**src/core/sysref_ctrl_consts.svh**
```systemverilog
// Register offsets, field positions, reset values and timing figures of the SYSREF control bank
`ifndef SYSREF_CTRL_CONSTS_SVH
`define SYSREF_CTRL_CONSTS_SVH

// ****************************************************************
// Register offsets
// ****************************************************************
`define ADDR_GLOBAL_DELAY 7'h00
`define ADDR_CHANGE_KEY 7'h01
`define ADDR_SYSREF_CTRL 7'h02
`define ADDR_PULSE_COUNT 7'h03
`define ADDR_VCXO_CFG 7'h04
`define ADDR_STATUS 7'h05

// ****************************************************************
// Field positions
// ****************************************************************
`define BIT_SOURCE_SELECT 0
`define BIT_GEN_SOURCE 1
`define BIT_PULSE_MODE 2
`define BIT_MASK_VCXO_UNLOCK 3
`define BIT_SERIAL_WIRE_MODE 4
`define BIT_SERIAL_PIN_VSEL 5
`define BIT_STATUS_PIN_VSEL 6
`define BIT_TRIGGER 7
`define BIT_VCXO_POWERDOWN_N 7
`define BIT_VCXO_STYLE 6
`define BIT_VCXO_AMP_HI 1
`define BIT_VCXO_AMP_LO 0
`define BIT_ST_LOCK 0
`define BIT_ST_BUSY 1
`define BIT_ST_KEY_OK 2
`define BIT_ST_VCXO_UNLOCK 3

// ****************************************************************
// Reset values and constants
// ****************************************************************
`define RST_GLOBAL_DELAY 8'h00
`define RST_CHANGE_KEY 8'h00
`define RST_SYSREF_CTRL 8'h00
`define RST_PULSE_COUNT 8'h02
`define CHANGE_KEY_VALUE 8'h4B
`define VCXO_STARTUP_POWERDOWN_N 1'b1
`define VCXO_STARTUP_STYLE 1'b0
`define VCXO_STARTUP_AMPLITUDE 2'h0
`define DELAY_STEP_PS 17'h0_01FD
`define SYSREF_HALF_CYCLES 8

`endif

```
**src/core/sysref_ctrl_pkg.sv**
```systemverilog
// Types shared by the SYSREF control bank
package sysref_ctrl_pkg;
  typedef enum logic [1:0] {GEN_IDLE, GEN_HIGH, GEN_LOW} gen_state_type;
endpackage

```
**src/core/spi_serial_port.sv**
```systemverilog
// Serial configuration port with 3-wire or 4-wire read-back
`timescale 1ns/1ps
module spi_serial_port #(
  parameter int ADDR_W = 7,
  parameter int DATA_W = 8
) (
  input wire logic clk,
  input wire logic arst_n,
  input wire logic sclk,
  input wire logic cs_n,
  input wire logic serial_data_pin_in,
  input wire logic wire_mode,
  input wire logic [DATA_W-1:0] rd_data,
  output logic [ADDR_W-1:0] addr_reg,
  output logic [DATA_W-1:0] wr_data_reg,
  output logic wr_en_reg,
  output logic serial_data_pin_out_reg,
  output logic serial_data_pin_oe_reg,
  output logic sdo_out_reg,
  output logic sdo_oe_reg
);
  localparam int HDR = 1 + ADDR_W;
  localparam int FRAME = HDR + DATA_W;
  localparam int CW = $clog2(FRAME + 1);
  localparam logic [CW-1:0] HDR_C = CW'(HDR);
  localparam logic [CW-1:0] LAST_C = CW'(FRAME - 1);
  localparam logic [CW-1:0] FRAME_C = CW'(FRAME);

  if (ADDR_W < 2 || DATA_W < 2) begin : g_bad_width
    $error("spi_serial_port: widths too small");
  end

  logic sclk_reg;
  logic [CW-1:0] cnt_reg;
  logic [FRAME-1:0] in_shift_reg;
  logic [DATA_W-1:0] out_shift_reg;
  logic read_reg;
  logic load_reg;
  logic rise;
  logic fall;
  logic data_phase;

  assign rise = sclk & ~sclk_reg & ~cs_n;
  assign fall = ~sclk & sclk_reg & ~cs_n;
  assign data_phase = read_reg && cnt_reg >= HDR_C && cnt_reg < FRAME_C;

  always_ff @(posedge clk or negedge arst_n) begin
    if (!arst_n) begin
      sclk_reg <= 1'b0;
      cnt_reg <= '0;
      in_shift_reg <= '0;
    end else begin
      sclk_reg <= sclk;
      if (cs_n) begin
        cnt_reg <= '0;
      end else if (rise && cnt_reg != FRAME_C) begin
        cnt_reg <= cnt_reg + 1'b1;
        in_shift_reg <= {in_shift_reg[FRAME-2:0], serial_data_pin_in};
      end
    end
  end

  always_ff @(posedge clk or negedge arst_n) begin
    if (!arst_n) begin
      read_reg <= 1'b0;
      load_reg <= 1'b0;
      addr_reg <= '0;
      wr_en_reg <= 1'b0;
      wr_data_reg <= '0;
    end else begin
      load_reg <= 1'b0;
      wr_en_reg <= 1'b0;
      if (cs_n) begin
        read_reg <= 1'b0;
      end else if (rise && cnt_reg == HDR_C - 1'b1) begin
        read_reg <= in_shift_reg[HDR-2];
        load_reg <= in_shift_reg[HDR-2];
        addr_reg <= {in_shift_reg[ADDR_W-2:0], serial_data_pin_in};
      end else if (rise && cnt_reg == LAST_C && !read_reg) begin
        wr_en_reg <= 1'b1;
        wr_data_reg <= {in_shift_reg[DATA_W-2:0], serial_data_pin_in};
      end
    end
  end

  // Read data leaves on falling SCLK; pin choice follows the wire mode
  always_ff @(posedge clk or negedge arst_n) begin
    if (!arst_n) begin
      out_shift_reg <= '0;
      serial_data_pin_out_reg <= 1'b0;
      serial_data_pin_oe_reg <= 1'b0;
      sdo_out_reg <= 1'b0;
      sdo_oe_reg <= 1'b0;
    end else if (cs_n) begin
      serial_data_pin_oe_reg <= 1'b0;
      sdo_oe_reg <= 1'b0;
    end else if (load_reg) begin
      out_shift_reg <= rd_data;
    end else if (fall && data_phase) begin
      out_shift_reg <= {out_shift_reg[DATA_W-2:0], 1'b0};
      serial_data_pin_out_reg <= out_shift_reg[DATA_W-1];
      sdo_out_reg <= out_shift_reg[DATA_W-1];
      serial_data_pin_oe_reg <= ~wire_mode;
      sdo_oe_reg <= wire_mode;
    end
  end
endmodule // spi_serial_port

```
**src/core/sysref_pulse_gen.sv**
```systemverilog
// Counted or continuous SYSREF pulse generator
`timescale 1ns/1ps
`include "sysref_ctrl_consts.svh"
module sysref_pulse_gen
  import sysref_ctrl_pkg::*;
#(
  parameter int HALF_CYCLES = `SYSREF_HALF_CYCLES
) (
  input wire logic clk,
  input wire logic arst_n,
  input wire logic start,
  input wire logic abort,
  input wire logic continuous,
  input wire logic [7:0] count,
  output logic pulse_reg,
  output logic busy_reg
);
  localparam int TW = $clog2(HALF_CYCLES + 1);
  localparam logic [TW-1:0] RELOAD = TW'(HALF_CYCLES - 1);

  if (HALF_CYCLES < 1) begin : g_bad_half
    $error("sysref_pulse_gen: HALF_CYCLES below one");
  end

  gen_state_type state_reg;
  logic [TW-1:0] timer_reg;
  logic [7:0] left_reg;

  always_ff @(posedge clk or negedge arst_n) begin
    if (!arst_n) begin
      state_reg <= GEN_IDLE;
      timer_reg <= '0;
      left_reg <= 8'h00;
    end else if (abort) begin
      state_reg <= GEN_IDLE;
    end else if (start) begin
      // A new trigger restarts the sequence
      timer_reg <= RELOAD;
      left_reg <= continuous ? 8'h00 : count;
      state_reg <= (continuous || count != 8'h00) ? GEN_HIGH : GEN_IDLE;
    end else begin
      timer_reg <= (timer_reg == '0) ? RELOAD : timer_reg - 1'b1;
      case (state_reg)
        GEN_HIGH: begin
          if (timer_reg == '0) begin
            state_reg <= GEN_LOW;
            if (left_reg != 8'h00) begin
              left_reg <= left_reg - 8'h01;
            end
          end
        end
        GEN_LOW: begin
          if (timer_reg == '0) begin
            state_reg <= (continuous || left_reg != 8'h00) ? GEN_HIGH : GEN_IDLE;
          end
        end
        default: begin
          state_reg <= GEN_IDLE;
        end
      endcase
    end
  end

  always_ff @(posedge clk or negedge arst_n) begin
    if (!arst_n) begin
      pulse_reg <= 1'b0;
      busy_reg <= 1'b0;
    end else begin
      pulse_reg <= (state_reg == GEN_HIGH);
      busy_reg <= (state_reg != GEN_IDLE);
    end
  end
endmodule // sysref_pulse_gen

```
**src/core/sysref_ctrl.sv**
```systemverilog
// SYSREF and VCXO output control register bank behind the serial port
//
// Function
// - SYSREF outputs are delayed by the global code times 509 ps.
// - Host writes key 0x4B after VCXO output bits to apply them.
// - Without the key, VCXO output bit changes take no effect.
// - Without the key, VCXO output runs LVPECL, 750 mV, powered on.
// - Source select 0 takes the external pin, 1 the third clock input.
// - Generation bit 0 means internal trigger control, 1 the source picked by source select.
// - Pulse mode 0 gives a counted burst, 1 gives continuous pulses.
// - Mask bit 1 keeps VCXO-PLL lock out of the lock pin.
// - Wire mode 0: data pin is bidirectional, serial out pin floats.
// - Wire mode 1: data pin is input only, reads go on serial out.
// - Trigger powers up SYSREF and releases pulses by the pulse count.
// - Trigger acts only while internal generation is selected.
// - Trigger aligns SYSREF outputs to clocks and applies the delay.
`timescale 1ns/1ps
`include "sysref_ctrl_consts.svh"
module sysref_ctrl
  import sysref_ctrl_pkg::*;
#(
  parameter int HALF_CYCLES = `SYSREF_HALF_CYCLES
) (
  input wire logic CLK,
  input wire logic ARST_N,
  input wire logic SCLK,
  input wire logic CS_N,
  input wire logic SERIAL_DATA_PIN_IN,
  output logic SERIAL_DATA_PIN_OUT,
  output logic SERIAL_DATA_PIN_OE,
  output logic SDO_OUT,
  output logic SDO_OE,
  input wire logic EXT_SYSREF,
  input wire logic CLK3_SYSREF,
  input wire logic RF_PLL_LOCKED,
  input wire logic VCXO_PLL_UNLOCK,
  output logic LOCK,
  output logic SYSREF_OUT,
  output logic SYSREF_POWER_UP,
  output logic SYSREF_ALIGN,
  output logic [7:0] SYSREF_DELAY_CODE,
  output logic [16:0] SYSREF_DELAY_PS,
  output logic VCXO_OUTPUT_POWERDOWN_N,
  output logic VCXO_OUTPUT_STYLE,
  output logic [1:0] VCXO_OUTPUT_AMPLITUDE,
  output logic SERIAL_PIN_VOLTAGE_SELECT,
  output logic STATUS_PIN_VOLTAGE_SELECT
);

  if (HALF_CYCLES < 1) begin : g_bad_half
    $error("sysref_ctrl: HALF_CYCLES below one");
  end

  // ****************************************************************
  // Register storage
  // ****************************************************************
  logic [7:0] global_sysref_delay_reg;
  logic [7:0] vcxo_output_change_key_reg;
  logic [7:0] ctrl_reg;
  logic [7:0] sysref_pulse_count_reg;
  logic [7:0] vcxo_cfg_reg;
  logic [6:0] addr;
  logic [7:0] wr_data;
  logic wr_en;
  logic [7:0] rd_data;
  logic sysref_source_select;
  logic sysref_gen_source;
  logic sysref_pulse_mode;
  logic mask_vcxo_unlock_to_pin;
  logic serial_wire_mode;
  logic key_ok;
  logic trigger;
  logic trigger_reg;
  logic gen_pulse;
  logic gen_busy;
  logic selected_sysref;
  logic [16:0] delay_ps_next;

  assign sysref_source_select = ctrl_reg[`BIT_SOURCE_SELECT];
  assign sysref_gen_source = ctrl_reg[`BIT_GEN_SOURCE];
  assign sysref_pulse_mode = ctrl_reg[`BIT_PULSE_MODE];
  assign mask_vcxo_unlock_to_pin = ctrl_reg[`BIT_MASK_VCXO_UNLOCK];
  assign serial_wire_mode = ctrl_reg[`BIT_SERIAL_WIRE_MODE];
  assign key_ok = (vcxo_output_change_key_reg == `CHANGE_KEY_VALUE);

  // ****************************************************************
  // Serial configuration port
  // ****************************************************************
  spi_serial_port #(
    .ADDR_W(7),
    .DATA_W(8)
  ) u_port (
    .clk(CLK),
    .arst_n(ARST_N),
    .sclk(SCLK),
    .cs_n(CS_N),
    .serial_data_pin_in(SERIAL_DATA_PIN_IN),
    .wire_mode(serial_wire_mode),
    .rd_data(rd_data),
    .addr_reg(addr),
    .wr_data_reg(wr_data),
    .wr_en_reg(wr_en),
    .serial_data_pin_out_reg(SERIAL_DATA_PIN_OUT),
    .serial_data_pin_oe_reg(SERIAL_DATA_PIN_OE),
    .sdo_out_reg(SDO_OUT),
    .sdo_oe_reg(SDO_OE)
  );

  // ****************************************************************
  // Register writes
  // ****************************************************************
  always_ff @(posedge CLK or negedge ARST_N) begin
    if (!ARST_N) begin
      global_sysref_delay_reg <= `RST_GLOBAL_DELAY;
      vcxo_output_change_key_reg <= `RST_CHANGE_KEY;
      ctrl_reg <= `RST_SYSREF_CTRL;
      sysref_pulse_count_reg <= `RST_PULSE_COUNT;
    end else if (wr_en) begin
      if (addr == `ADDR_GLOBAL_DELAY) begin
        global_sysref_delay_reg <= wr_data;
      end else if (addr == `ADDR_CHANGE_KEY) begin
        vcxo_output_change_key_reg <= wr_data;
      end else if (addr == `ADDR_SYSREF_CTRL) begin
        // The trigger bit is never stored
        ctrl_reg <= {1'b0, wr_data[`BIT_STATUS_PIN_VSEL:0]};
      end else if (addr == `ADDR_PULSE_COUNT) begin
        sysref_pulse_count_reg <= wr_data;
      end
    end
  end

  // Staged VCXO output bits are always writable; the key decides their effect
  always_ff @(posedge CLK or negedge ARST_N) begin
    if (!ARST_N) begin
      vcxo_cfg_reg <= {`VCXO_STARTUP_POWERDOWN_N, `VCXO_STARTUP_STYLE, 4'h0,
                       `VCXO_STARTUP_AMPLITUDE};
    end else if (wr_en && addr == `ADDR_VCXO_CFG) begin
      vcxo_cfg_reg <= wr_data;
    end
  end

  // ****************************************************************
  // Register reads
  // ****************************************************************
  always_comb begin
    rd_data = 8'h00;
    if (addr == `ADDR_GLOBAL_DELAY) begin
      rd_data = global_sysref_delay_reg;
    end else if (addr == `ADDR_CHANGE_KEY) begin
      rd_data = vcxo_output_change_key_reg;
    end else if (addr == `ADDR_SYSREF_CTRL) begin
      rd_data = ctrl_reg;
    end else if (addr == `ADDR_PULSE_COUNT) begin
      rd_data = sysref_pulse_count_reg;
    end else if (addr == `ADDR_VCXO_CFG) begin
      rd_data = vcxo_cfg_reg;
    end else if (addr == `ADDR_STATUS) begin
      rd_data[`BIT_ST_LOCK] = LOCK;
      rd_data[`BIT_ST_BUSY] = gen_busy;
      rd_data[`BIT_ST_KEY_OK] = key_ok;
      rd_data[`BIT_ST_VCXO_UNLOCK] = VCXO_PLL_UNLOCK;
    end
  end

  // ****************************************************************
  // Trigger
  // ****************************************************************
  // Honoured only under internal generation, as a single-cycle strobe
  assign trigger = wr_en && addr == `ADDR_SYSREF_CTRL && wr_data[`BIT_TRIGGER]
                   && !wr_data[`BIT_GEN_SOURCE];

  always_ff @(posedge CLK or negedge ARST_N) begin
    if (!ARST_N) begin
      trigger_reg <= 1'b0;
    end else begin
      trigger_reg <= trigger;
    end
  end

  sysref_pulse_gen #(
    .HALF_CYCLES(HALF_CYCLES)
  ) u_gen (
    .clk(CLK),
    .arst_n(ARST_N),
    .start(trigger_reg),
    .abort(sysref_gen_source),
    .continuous(sysref_pulse_mode),
    .count(sysref_pulse_count_reg),
    .pulse_reg(gen_pulse),
    .busy_reg(gen_busy)
  );

  // ****************************************************************
  // SYSREF path
  // ****************************************************************
  assign selected_sysref = sysref_source_select ? CLK3_SYSREF : EXT_SYSREF;
  assign delay_ps_next = 17'(global_sysref_delay_reg) * `DELAY_STEP_PS;

  always_ff @(posedge CLK or negedge ARST_N) begin
    if (!ARST_N) begin
      SYSREF_OUT <= 1'b0;
      SYSREF_POWER_UP <= 1'b0;
    end else begin
      SYSREF_OUT <= sysref_gen_source ? selected_sysref : gen_pulse;
      SYSREF_POWER_UP <= trigger_reg || gen_busy || sysref_gen_source;
    end
  end

  // Alignment strobe and delay hand-over to the output paths
  always_ff @(posedge CLK or negedge ARST_N) begin
    if (!ARST_N) begin
      SYSREF_ALIGN <= 1'b0;
      SYSREF_DELAY_CODE <= `RST_GLOBAL_DELAY;
      SYSREF_DELAY_PS <= 17'h0_0000;
    end else begin
      SYSREF_ALIGN <= trigger;
      if (trigger) begin
        SYSREF_DELAY_CODE <= global_sysref_delay_reg;
        SYSREF_DELAY_PS <= delay_ps_next;
      end
    end
  end

  // ****************************************************************
  // VCXO clock output
  // ****************************************************************
  always_ff @(posedge CLK or negedge ARST_N) begin
    if (!ARST_N) begin
      VCXO_OUTPUT_POWERDOWN_N <= `VCXO_STARTUP_POWERDOWN_N;
      VCXO_OUTPUT_STYLE <= `VCXO_STARTUP_STYLE;
      VCXO_OUTPUT_AMPLITUDE <= `VCXO_STARTUP_AMPLITUDE;
    end else if (key_ok) begin
      VCXO_OUTPUT_POWERDOWN_N <= vcxo_cfg_reg[`BIT_VCXO_POWERDOWN_N];
      VCXO_OUTPUT_STYLE <= vcxo_cfg_reg[`BIT_VCXO_STYLE];
      VCXO_OUTPUT_AMPLITUDE <= vcxo_cfg_reg[`BIT_VCXO_AMP_HI:`BIT_VCXO_AMP_LO];
    end else begin
      VCXO_OUTPUT_POWERDOWN_N <= `VCXO_STARTUP_POWERDOWN_N;
      VCXO_OUTPUT_STYLE <= `VCXO_STARTUP_STYLE;
      VCXO_OUTPUT_AMPLITUDE <= `VCXO_STARTUP_AMPLITUDE;
    end
  end

  // ****************************************************************
  // Lock pin and pin voltage selects
  // ****************************************************************
  always_ff @(posedge CLK or negedge ARST_N) begin
    if (!ARST_N) begin
      LOCK <= 1'b0;
      SERIAL_PIN_VOLTAGE_SELECT <= 1'b0;
      STATUS_PIN_VOLTAGE_SELECT <= 1'b0;
    end else begin
      LOCK <= RF_PLL_LOCKED && (mask_vcxo_unlock_to_pin || !VCXO_PLL_UNLOCK);
      SERIAL_PIN_VOLTAGE_SELECT <= ctrl_reg[`BIT_SERIAL_PIN_VSEL];
      STATUS_PIN_VOLTAGE_SELECT <= ctrl_reg[`BIT_STATUS_PIN_VSEL];
    end
  end

endmodule // sysref_ctrl

```
**config.mk**
```make
export PLATFORM = sky130hd
export DESIGN_NAME = sysref_ctrl
export DESIGN_NICKNAME = d
export VERILOG_FILES = /design/src/core/sysref_ctrl_pkg.sv /design/src/core/spi_serial_port.sv /design/src/core/sysref_pulse_gen.sv /design/src/core/sysref_ctrl.sv
export VERILOG_INCLUDE_DIRS = /design/src /design/src/core
export SDC_FILE = /design/constraint.sdc
export NUM_CORES = 1
export LEC_CHECK = 0
export BUFFER_PORTS_ARGS = -buffer_cell sky130_fd_sc_hd__buf_2
export CORE_ASPECT_RATIO = 1.75
export CORE_MARGIN = 2
export CORE_UTILIZATION = 50
export DETAILED_ROUTE_END_ITERATION = 10
export PLACE_DENSITY = 0.75
export RECOVER_POWER = 50
export REMOVE_ABC_BUFFERS = 1
export SLEW_MARGIN = 40
export SYNTH_ARGS = -nofsm -noshare
export SYNTH_HDL_FRONTEND = slang
export SYNTH_SLANG_ARGS = --single-unit
```
**constraint.sdc**
```tcl
create_clock -name CLK -period 6.6 [get_ports CLK]
set_input_delay 0.99 -clock CLK [delete_from_list [all_inputs] [get_ports CLK]]
set_output_delay 0.99 -clock CLK [all_outputs]
set_load 0.005 [all_outputs]
```
; After elaboration in Yosys (flattened, before gate mapping)
; Cells that the tools add are included.
[totals]
out_inout_bits = 39
elab_cells = 154
in_bits = 9
regBits = 132
[op_classes]
multipliers = 1
muxes = 43
reduce_logical = 44
order_cmp = 2
add_sub_neg = 3
bitwise_logic = 14
eq_ne = 14
[op_table]
columns = op, n
row1 = 2-to-1 mux 8 bit, 11
row2 = 2-to-1 mux 4 bit, 5
row3 = 2-to-1 mux 1 bit, 19
row4 = "multiplier 8 x 9 -> 17 bit, second input constant", 1
row5 = nonzero test 2 bit, 8
row6 = nonzero test 8 bit, 2
row7 = "== test 7 x 2 -> 1 bit, second input constant", 2
row8 = "== test 7 x 3 -> 1 bit, second input constant", 2
row9 = logical AND 1 bit, 12
row10 = AND reduction 2 bit, 6
row11 = 2-to-1 mux 2 bit, 5
row12 = 2-to-1 mux 5 bit, 2
row13 = NOT 1 bit, 10
row14 = AND reduction 3 bit, 3
row15 = "== test 8 x 7 -> 1 bit, second input constant", 1
row16 = "inequality test 4 x 3 -> 1 bit, second input constant", 2
row17 = AND reduction 4 bit, 2
row18 = "subtractor 8 x 1 -> 8 bit, second input constant", 1
row19 = "== test 7 x 1 -> 1 bit, second input constant", 1
row20 = logical NOT 7 bit, 1
row21 = "adder 5 x 1 -> 5 bit, second input constant", 1
row22 = "== test 5 x 3 -> 1 bit, second input constant", 1
row23 = "== test 5 x 4 -> 1 bit, second input constant", 1
row24 = "greater-or-equal comparator 5 x 4 -> 1 bit, second input constant", 1
row25 = 12 further kinds, 21

; Logic depth before layout (Yosys ltp)
; Gate-level depths: netlist of run 1.
[logic_depth]
depth_word = 8
ltp_mapped = 14
depth_no_buf = 14

; Hierarchy
; Synthesis of run 1 repeated with hierarchy kept, for this count alone.
[hier_totals]
hier_cells = 727
hier_area_um2 = 7733.7
[modules_own_cells]
columns = mod, seq_area_each_um2, area_each_um2, instances, cells_each
row1 = sysref_ctrl, 1805.5, 4805.9, 1, 459
row2 = spi_serial_port, 1051.0, 1861.8, 1, 150
row3 = sysref_pulse_gen, 400.4, 1066.0, 1, 118

; Worst setup path after synthesis of run 1
; No wires, ideal clock.
[synth_timing]
kind = reg2reg
startpoint = register global_sysref_delay_reg[4]
endpoint = register SYSREF_DELAY_PS[13]
setup_ps = 132
n_path_buf = 0
arrival_time_ps = 4111
synth_period_minus_slack_ps = 4244
stages_incl_launch_ff = 15
required_ps = 6468
setup_slack_ps = 2356
path_cell_list = dfrtp_1 > inv_1 > fa_1 > inv_1 > fa_1 > inv_1 > fa_1 > fa_1 > inv_1 > ha_1 > a2111oi_0 > o21ai_0 > a41oi_1 > xor2_1 > o21ai_0
[synth_between]
elab_chain_len = 1
[synth_lines]
columns = item, line
row1 = start: declaration, sysref_ctrl.sv:57  ; logic [7:0] global_sysref_delay_reg;
row2 = start signal: assignment, sysref_ctrl.sv:114  ; global_sysref_delay_reg <= `RST_GLOBAL_DELAY;
row3 = start signal: assignment, sysref_ctrl.sv:120  ; global_sysref_delay_reg <= wr_data;
row4 = multiplier 8 x 9 -> 17 bit (no source line), --
row5 = end signal: assignment, sysref_ctrl.sv:219  ; SYSREF_DELAY_PS <= delay_ps_next;
row6 = end: declaration, sysref_ctrl.sv:42  ; output logic [16:0] SYSREF_DELAY_PS,
; No other way between the ends.
; A chain may end at the register's enable or synchronous reset.

; Final worst setup path of run 1
; Same ends and word-level chain as after synthesis.

==> out/summary.txt, run 1 <==
EDFF count, synth -> 0
Hold Buf Count CTS -> 0
Die W -> 96.2 um
Setup crit end kind -> register
clock buffer count from CTS -> 17
Root Driver -> clkbuf_16
Congestion Overflow GR -> 0
Hold Startpoint -> ctrl_reg[5]
setup tns final -> 0 ps
flops & latches, synth -> 130
max-slew violation count -> 88
Worst R2R End -> SYSREF_DELAY_PS[13]
Max Fclk -> 0.215 GHz
ys flop type -> dfrtp_1
Post-CTS Setup Repair Bufs -> 0
cell with the most instances after synthesis -> dfrtp_1
Worst EP arrival -> 4930 ps
synth unique cells -> 68
CTS tree -> yes
Final Hold Fails -> 0
residual DRC count -> 0
share of layout cells above drive strength 1 -> 17.4%
final setup violation count -> 0
worst endpoint required time -> 6870 ps
via count -> 5415
Final Hold Slack -> 425 ps
Avg Vias per Cell -> 5.85
failing checks -> capacitance limit, slew limit
Post-DP HPWL -> 12.4 mm
core box area -> 0.0147 sq mm
GRT Util Overall -> 22.8%
H-tree levels -> 4
antenna violations before repair -> 0
ANT cells -> 0
die height -> 165 um
hold path depth -> 0
WS Path Type -> register to register
Worst-Margin Slew -> 4090 ps
relative slew slack -> -173%
Reg-to-Reg Start -> global_sysref_delay_reg[4]
outcome -> finished, violations left
Max IR drop VDD -> 0.167 mV
synthesized area per cell -> 10.8 sq um
Syn Std Cell Area -> 0.00744 sq mm
critical path peak fanout -> 5
1st-iter DRT viols -> 335
Synth area leaders -> dfrtp_1 43%, mux2_2 9.8%, ha_1 7.9%
Power per Cell Area -> 217 mW/mm^2
max-cap violations -> 2
routed len/inst -> 18.4 um
I/O Buffers -> 47
cells after synthesis -> 688
Hold Crit Class -> register to register
most flop-heavy register -> SYSREF_DELAY_PS
CP Launch Type -> register
commonest cells in the netlist -> 127 x dfrtp_1, 65 x mux2_2, 64 x inv_1
Area Overhead vs Synth -> 12.0%
worst skew pair latency -> 410 ps
Critical Path Max Stage Delay -> 580 ps
Yosys warning total -> 0
post-synth top area share -> 42.7%
detailed-route wire length -> 17.0 mm
Ports -> 48
Pre-antenna DRT Iters -> 5
RSZ-0062 raised after global routing -> no
Num Clock Sinks -> 130
# resized after CTS -> 0
Reg clk slew, reported paths -> 60 ps
Yosys top cell by area -> dfrtp_1
largest net degree at the start of global routing -> 79
die area -> 0.0159 sq mm
initial core utilization -> 50.7%
Post-synth ARST share -> 100%
vias in the first global route -> 5620
Final #Nets -> 809
hold endpoint -> SERIAL_PIN_VOLTAGE_SELECT
Seq/Total Area, Yosys -> 43.8%
reg2reg path depth -> 14
minimum clock period -> 4660 ps
crit-path cells -> inv_1, fa_1, inv_1, fa_1, inv_1, fa_1, fa_1, inv_1, ha_1, a2111oi_0, o21ai_0, a41oi_1, xor2_1, o21ai_0
gpl congestion -> 0.881
Worst Clk Skew -> 7.69 ps
Final ANT Viol Nets -> 0
Period Utilization, post-route -> 70.6%
placement row count -> 59
reg-to-reg slack, setup -> 1940 ps
CTS max path bufs -> 2
first-pass GRT wire length -> 27.5 mm
Critical-path top delay cell -> fa_1
max reg flops -> 15
LEAKAGE -> 4.11 nW
[routing by layer]
metal	vias up	GRT usage, %	routed length, um
li1	2505	-	-
met1	2696	23.2	6010
met2	165	42.3	9560
met3	49	3.63	595
met4	0	13.6	875
met5	-	0	0
[power breakdown]
part / total [mW] / internal [mW] / switching (mW)
logic: 0.0427 / 0.0183 / 0.0243
clock network: 0.930 / 0.562 / 0.368
registers: 0.834 / 0.817 / 0.0174
total: 1.81 / 1.40 / 0.410
[area by class of cell]
class                           instances  area, sq um
Inverter                               64          240
Multi-Input combinational cell        468         3810
Timing Repair Buffer                   48          208
Fill cell                            1235         6360
Clock buffer                           18          429
Tap cell                              183          229
Clock inverter                         14          156
Sequential cell                       130         3260
[worst max path at each step]
stage	endpoint	start	slack [ps]	cells past startpoint
2_1_floorplan	SYSREF_DELAY_PS[13]	global_sysref_delay_reg[4]	2360	14
3_3_place_gp	SYSREF_DELAY_PS[13]	global_sysref_delay_reg[4]	2130	14
3_5_place_dp	SYSREF_DELAY_PS[13]	global_sysref_delay_reg[4]	1990	14
4_1_cts	SYSREF_DELAY_PS[13]	global_sysref_delay_reg[4]	1970	14
5_1_grt	u_port.addr_reg[0]	ARST_N	940	1
6_report	SYSREF_DELAY_PS[13]	global_sysref_delay_reg[4]	1940	14
[logic make-up (layout without fill, tap and decap cells)]
kind of cell    count (synthesis)  in the layout  synth area share [%]
fa+ha+maj                      71             71                  14.4
buf+inv                        90            144                  5.04
compound gates                143            143                  12.4
simple gates                  164            164                  11.5
flops                         130            130                  43.8
xor+xnor                       13             13                  1.53
mux                            77             77                  11.4
[cells in the final DEF, fill, tap and decap left out, types with 5 or more instances in the layout]
| master | netlist | final |
|---|---|---|
| a21o_1 | 7 | 7 |
| a21oi_1 | 34 | 34 |
| a22oi_1 | 5 | 5 |
| a41oi_1 | 7 | 6 |
| buf_2 | 6 | 19 |
| clkbuf_1 | 13 | 29 |
| clkbuf_16 | 0 | 17 |
| dfrtp_1 | 127 | 126 |
| fa_1 | 24 | 24 |
| ha_1 | 47 | 47 |
| inv_1 | 64 | 64 |
| mux2_2 | 65 | 65 |
| mux2i_1 | 12 | 12 |
| nand2_1 | 52 | 52 |
| nand2b_1 | 7 | 7 |
| nand3_1 | 9 | 9 |
| nand4_1 | 5 | 5 |
| nor2_1 | 34 | 34 |
| nor2b_1 | 13 | 13 |
| nor3_1 | 5 | 5 |
| nor4_1 | 6 | 7 |
| o21a_1 | 5 | 5 |
| o21ai_0 | 43 | 43 |
| xor2_1 | 11 | 11 |
[critical path, delay by kind of cell, from the launching register on]
kind                       cells  cell delay [ps]
adders and majority gates      5             2450
xor gates and xnor gates       1              170
buffers and inverters          4              350
DFF                            1              480
AOI/OAI and AO/OA              4             1060
[per-stage QoR]
stage | setup WS, ps | instances | cell area [sq um] | utilization [%] | total power, mW
after floorplan | 2360 | 662 | 7310 | - | 0.864
after global placement | 2130 | 893 | 7780 | 53.0 | 0.891
after detailed placement | 1990 | 893 | 7800 | 53.1 | 0.893
after CTS | 1970 | 925 | 8390 | 57.1 | 1.82
after global routing | 938 | 925 | 8330 | 56.7 | 1.87
final | 1940 | 925 | 8330 | 56.7 | 1.81
(Power assumes the default switching activity.)
==> run 2, diff against run 1 <==
==> constraint.sdc (replaced) <==
create_clock -name CLK -period 4.3 [get_ports CLK]
set_input_delay 0.645 -clock CLK [delete_from_list [all_inputs] [get_ports CLK]]
set_output_delay 0.645 -clock CLK [all_outputs]
set_load 0.005 [all_outputs]
==> run 2 against run 1 <==
  * The flow still finishes with violations (capacitance limit, slew limit)
  * Worst setup slack got worse by 1800 ps
  * Fmax is 12% higher
  * First-iteration DRC count is 8.1% higher
  * Clock power rose by 51%
  * Sequential power grew 53%
  * Sequential cell count did not move
  * Die area did not move
  * Critical path type unchanged
  * Largest power group unchanged
==> out/summary.txt, run 2 (same netlist as run 1, synthesis figures left out) <==
placement row count -> 59 (unchanged)
Ports -> 48 (unchanged)
critical path peak fanout -> 4 (-1)
GRT Util Overall -> 22.7% (-0.057 points)
max reg flops -> 15 (unchanged)
Fill cells -> 1238 (+0.24%)
Root Driver -> clkbuf_16
H-tree levels -> 4 (unchanged)
CTS tree -> yes
Period Utilization, post-route -> 96.5% (+26 points)
minimum clock period -> 4150 ps (-511 ps)
1st-iter DRT viols -> 362 (+8.1%)
Die W -> 96.2 um (unchanged)
vias in the first global route -> 5630 (+0.18%)
share of layout cells above drive strength 1 -> 23.3% (+6.0 points)
first-pass GRT wire length -> 27.3 mm (-0.78%)
worst endpoint required time -> 4570 ps (-2300 ps)
PnR worst setup slack -> 152 ps (-1790 ps)
final setup violation count -> 0 (unchanged)
Max Fclk -> 0.241 GHz (+12%)
Power per Cell Area -> 322 mW/mm^2 (+49%)
I/O Buffers -> 47 (unchanged)
Worst EP arrival -> 4420 ps (-510 ps)
CTS max path bufs -> 2 (unchanged)
Reg clk slew, reported paths -> 60 ps (about the same)
die height -> 165 um (unchanged)
Final Hold Slack -> 369 ps (-56.1 ps)
Worst-Margin Slew -> 3370 ps (-727 ps)
placed cell count -> 905 (+1.3%)
commonest cells after routing, fill and taps aside -> 126 x dfrtp_1, 65 x mux2_2, 63 x inv_1
relative slew slack -> -125% (+48 points)
max-slew violation count -> 61 (-31%)
Worst Clk Skew -> 14.0 ps (+6.32 ps)
initial core utilization -> 50.7% (unchanged)
Max IR drop VDD -> 0.269 mV (+61%)
antenna violations before repair -> 0 (unchanged)
reg-to-reg slack, setup -> 150 ps (-1790 ps)
Post-DP HPWL -> 12.2 mm (-1.6%)
die area -> 0.0159 sq mm (unchanged)
commonest non-fill, non-tap cell in the layout -> dfrtp_1
residual DRC count -> 0 (unchanged)
Final ANT Viol Nets -> 0 (unchanged)
core box area -> 0.0147 sq mm (unchanged)
Hold Crit Class -> primary input to register
gpl congestion -> 0.911 (+3.3%)
Congestion Overflow GR -> 0 (unchanged)
Final Hold Fails -> 0 (unchanged)
Pre-antenna DRT Iters -> 4 (-1)
CP Launch Type -> register
routed len/inst -> 17.9 um (-2.8%)
WS Path Type -> register to register
ANT cells -> 0 (unchanged)
worst skew pair latency -> 420 ps (about the same)
max-cap violations -> 1 (-1)
clock buffer count from CTS -> 17 (unchanged)
Non-Filler Instances -> 937 (+1.3%)
most flop-heavy register -> SYSREF_DELAY_PS
Area Overhead vs Synth -> 14.4%
Setup crit end kind -> register
outcome -> finished, violations left
failing checks -> capacitance limit, slew limit
detailed-route wire length -> 16.8 mm (-1.5%)
pre-CTS setup slack -> 24.0 ps (-1960 ps)
LEAKAGE -> 4.25 nW (+3.5%)
Avg Vias per Cell -> 5.72 (-2.3%)
Num Clock Sinks -> 130 (unchanged)
Final #Nets -> 821 (+1.5%)
via count -> 5360 (-1.0%)
largest net degree at the start of global routing -> 71 (-10%)
run 2: cell count changes in the layout (fill, tap and decap cells not counted), moves of 2 or more:
| cell | change |
|---|---|
| clkinvlp_4 | +2 |
| o21ai_0 | -2 |
| buf_2 | +24 |
| o21ai_1 | +2 |
| clkbuf_1 | -23 |
| buf_4 | +10 |
| ha_1 | -4 |
| ha_2 | +3 |
run 2: final timing paths:
kind	cells past startpoint	from	endpoint
hold reg to reg	0	ctrl_reg[6]	STATUS_PIN_VOLTAGE_SELECT
setup reg to reg	14	global_sysref_delay_reg[2]	SYSREF_DELAY_PS[15]
min in group asynchronous	1	ARST_N	SYSREF_DELAY_PS[5]
hold / removal	1	SCLK	u_port.sclk_reg
setup / recovery	14	global_sysref_delay_reg[2]	SYSREF_DELAY_PS[15]
max in group asynchronous	1	ARST_N	u_gen.left_reg[6]
run 2: final cells by class:
| cell class | count | area, sq um | area share [%] |
|---|---|---|---|
| Multi-Input combinational cell | 468 | 3880 | 45.6 |
| Sequential cell | 130 | 3260 | 38.3 |
| Clock buffer | 19 | 443 | 5.20 |
| Timing Repair Buffer | 60 | 337 | 3.95 |
| Inverter | 64 | 240 | 2.82 |
| Tap cell | 183 | 229 | 2.69 |
| Clock inverter | 13 | 128 | 1.50 |
run 2: worst max-delay path, cell delays in order, from the launching register on:
cell and delay, ps:
dfrtp_1 350, inv_1 80, fa_1 590, inv_2 70
fa_1 480, inv_1 50, fa_1 480, fa_1 540
inv_1 40, ha_2 290, a2111oi_2 370, o21ai_1 200
a21oi_1 210, xor2_1 150, o21ai_0 90
run 2: metal layers:
layer | global-route usage [%] | wire (um) | vias up
met1 | 22.5 | 6040 | 2673
met5 | 0 | 0 | -
met3 | 4.95 | 467 | 46
li1 | - | - | 2527
met2 | 42.3 | 9490 | 114
met4 | 12.7 | 791 | 0
run 2: timing repair:
action / in CTS / in global routing
hold buffers: 0 / 0
setup endpoints to repair: 0 / 5
resized for setup: 0 / 16
setup buffers: 0 / 0
run 2: report_power, final:
| group | internal (mW) | switching (mW) |
|---|---|---|
| sequential | 1.25 | 0.0273 |
| combinational | 0.0297 | 0.0376 |
| clock | 0.819 | 0.576 |
run 2: metrics by stage:
| step | area (sq um) | setup TNS [ps] | utilization, % | total power, mW |
|---|---|---|---|---|
| finish | 8510 | 0 | 58.0 | 2.74 |
| detailed placement | 7900 | 0 | 53.8 | 1.37 |
| CTS | 8470 | 0 | 57.7 | 2.76 |
| global route | 8510 | -127 | 58.0 | 2.83 |
| global placement | 7880 | 0 | 53.7 | 1.37 |
| floorplan | 7310 | 0 | - | 1.33 |
==> run 3, diff against run 2 <==
--- a/config.mk
+++ b/config.mk
@@ -7,11 +7,14 @@
 export NUM_CORES = 1
 export LEC_CHECK = 0
 export BUFFER_PORTS_ARGS = -buffer_cell sky130_fd_sc_hd__buf_2
+export CELL_PAD_IN_SITES_DETAIL_PLACEMENT = 1
+export CELL_PAD_IN_SITES_GLOBAL_PLACEMENT = 1
 export CORE_ASPECT_RATIO = 1.75
 export CORE_MARGIN = 2
 export CORE_UTILIZATION = 50
+export CTS_BUF_LIST = sky130_fd_sc_hd__clkbuf_4
 export DETAILED_ROUTE_END_ITERATION = 10
-export PLACE_DENSITY = 0.75
+export PLACE_DENSITY = 0.89
 export RECOVER_POWER = 50
 export REMOVE_ABC_BUFFERS = 1
 export SLEW_MARGIN = 40
==> run 3 against run 2 <==
  * Total power is 18% lower
  * The run still ends with capacitance limit, slew limit left
  * Wire length is 24% higher
  * Non-clock buffer count is 7 higher
  * First-iteration DRC count is 33% lower
  * Largest power group is now sequential cells
==> out/summary.txt, run 3 (same netlist as run 1, synthesis figures left out) <==
Period Utilization, post-route -> 98.5% (+2.0 points)
Root Driver -> clkbuf_4
worst path buffer plus inverter count -> 3 (-1)
Comb pwr share -> 3.0% (+0.5 points)
Critical Path Max Stage Delay -> 550 ps (-40 ps)
Placement Cell Area -> 0.00791 sq mm (about the same)
antenna violations before repair -> 1 (+1)
Critical-path top delay cell -> fa_1
Avg Vias per Cell -> 6.00 (+4.9%)
Total Power -> 2.25 mW (-18%)
detailed-route wire length -> 20.9 mm (+24%)
worst skew pair latency -> 570 ps (+150 ps)
CTS tree -> yes
outcome -> finished, violations left
CP Launch Type -> register
Final ANT Viol Nets -> 0 (unchanged)
most flop-heavy register -> SYSREF_DELAY_PS
pre-CTS setup slack -> -63.7 ps (-87.7 ps)
Reg clk slew, reported paths -> 140 ps (+80 ps)
Post-DP HPWL -> 14.9 mm (+22%)
setup tns final -> 0 ps (unchanged)
Design Area, Final -> 0.00835 sq mm (-1.9%)
I/O Buffers -> 47 (unchanged)
gpl congestion -> 0.895 (-1.7%)
failing checks -> capacitance limit, slew limit
max-slew violation count -> 67 (+9.8%)
Die W -> 96.2 um (unchanged)
Worst EP arrival -> 4670 ps (+250 ps)
PnR worst setup slack -> 66.0 ps (-86.3 ps)
Final Hold Fails -> 0 (unchanged)
final setup violation count -> 0 (unchanged)
Worst Clk Skew -> 30.4 ps (+16.4 ps)
Hold Buf Count CTS -> 0 (unchanged)
Ports -> 48 (unchanged)
NetSw -> 0.607 mW (-5.4%)
relative slew slack -> -143% (-18 points)
Power Internal -> 1.64 mW (-22%)
placement row count -> 59 (unchanged)
share of layout cells above drive strength 1 -> 25.2% (+1.9 points)
fin util -> 56.8% (-1.1 points)
die area -> 0.0159 sq mm (unchanged)
Hold Crit Class -> primary input to register
most used cell, CP -> fa_1
core box area -> 0.0147 sq mm (unchanged)
LEAKAGE -> 4.18 nW (-1.8%)
sw frac -> 27.0% (+3.6 points)
largest net degree at the start of global routing -> 67 (-5.6%)
max-cap violations -> 1 (unchanged)
1st-iter DRT viols -> 243 (-33%)
Setup crit end kind -> register
Num Clock Sinks -> 130 (unchanged)
Pre-antenna DRT Iters -> 4 (unchanged)
Final #Nets -> 828 (+0.85%)
critical path peak fanout -> 6 (+2)
vias in the first global route -> 6189 (+9.9%)
clock power share -> 40.0% (-11 points)
WS Path Type -> register to register
initial core utilization -> 50.7% (unchanged)
Max Fclk -> 0.236 GHz (-2.0%)
Congestion Overflow GR -> 0 (unchanged)
routed len/inst -> 22.1 um (+23%)
commonest cells after routing, fill and taps aside -> 127 x dfrtp_1, 65 x mux2_2, 62 x inv_1
first-pass GRT wire length -> 32.0 mm (+17%)
Worst-Margin Slew -> 3640 ps (+271 ps)
Max IR drop VDD -> 0.248 mV (-7.8%)
minimum clock period -> 4230 ps (+86.3 ps)
Fill cells -> 1622 (+31%)
GRT Util Overall -> 26.9% (+4.2 points)
residual DRC count -> 0 (unchanged)
crit-path cells -> inv_1, fa_1, buf_4, fa_1, inv_1, ha_4, a21o_1, fa_1, ha_4, or4_4, o2111ai_2, mux2i_1, o311ai_0
die height -> 165 um (unchanged)
worst endpoint required time -> 4730 ps (+160 ps)
commonest non-fill, non-tap cell in the layout -> dfrtp_1
CTS max path bufs -> 2 (unchanged)
Top delay family on crit path -> adder cells
Flop pwr share -> 57.0% (+10 points)
max reg flops -> 15 (unchanged)
Area Overhead vs Synth -> 12.2%
Power per Cell Area -> 269 mW/mm^2 (-16%)
clock buffer count from CTS -> 17 (unchanged)
via count -> 5669 (+5.8%)
H-tree levels -> 4 (unchanged)
run 3: cell type report:
cell class	count	area [sq um]	share of cell area, %
timing repair buffer	67	375	4.50
antenna	1	2.50	0.0300
multi-input combinational	468	3950	47.3
sequential	130	3260	39.0
clock inverter	15	170	2.04
clock buffer	17	128	1.53
tap	183	229	2.74
inverter	64	240	2.88
run 3: path summary, 6_finish.rpt:
path	slack (ps)	from	depth (start not counted)	endpoint
hold reg to reg	420	ctrl_reg[6]	0	STATUS_PIN_VOLTAGE_SELECT
min in group asynchronous	1300	ARST_N	1	SYSREF_DELAY_PS[2]
hold / removal	210	SCLK	1	u_port.sclk_reg
setup / recovery	70	global_sysref_delay_reg[4]	13	SYSREF_DELAY_PS[14]
max in group asynchronous	730	ARST_N	2	global_sysref_delay_reg[4]
setup reg to reg	70	global_sysref_delay_reg[4]	13	SYSREF_DELAY_PS[14]
run 3: repair_timing:
item                       in CTS  in global routing
gates resized for setup         6                 18
pin swaps                       1                  5
hold endpoints to repair        0                  0
setup buffers                   0                  3
setup endpoints to repair       3                  7
run 3: power groups by stage:
| stage | clock (mW) | sequential (mW) | combinational [mW] |
|---|---|---|---|
| 6_report | 0.900 | 1.28 | 0.0676 |
| 5_1_grt | 0.967 | 1.29 | 0.0776 |
| 4_1_cts | 0.908 | 1.28 | 0.0717 |
| 3_5_place_dp | 0 | 1.31 | 0.0714 |
| 3_3_place_gp | 0 | 1.30 | 0.0664 |
| 2_1_floorplan | 0 | 1.29 | 0.0329 |
run 3: metrics by stage:
step / instances / hold WS, ps
5_1_grt: 945 / 190
3_3_place_gp: 909 / 399
4_1_cts: 941 / 176
3_5_place_dp: 909 / 394
6_report: 945 / 213
2_1_floorplan: 662 / 349
run 3: per-layer routing:
layer	vias to the layer above	part of all wire [%]	GRT usage, %
met3	76	2.7	4.13
met5	-	0	0
li1	2538	-	-
met4	0	6.1	17.9
met1	2905	34	26.9
met2	150	57	49.7
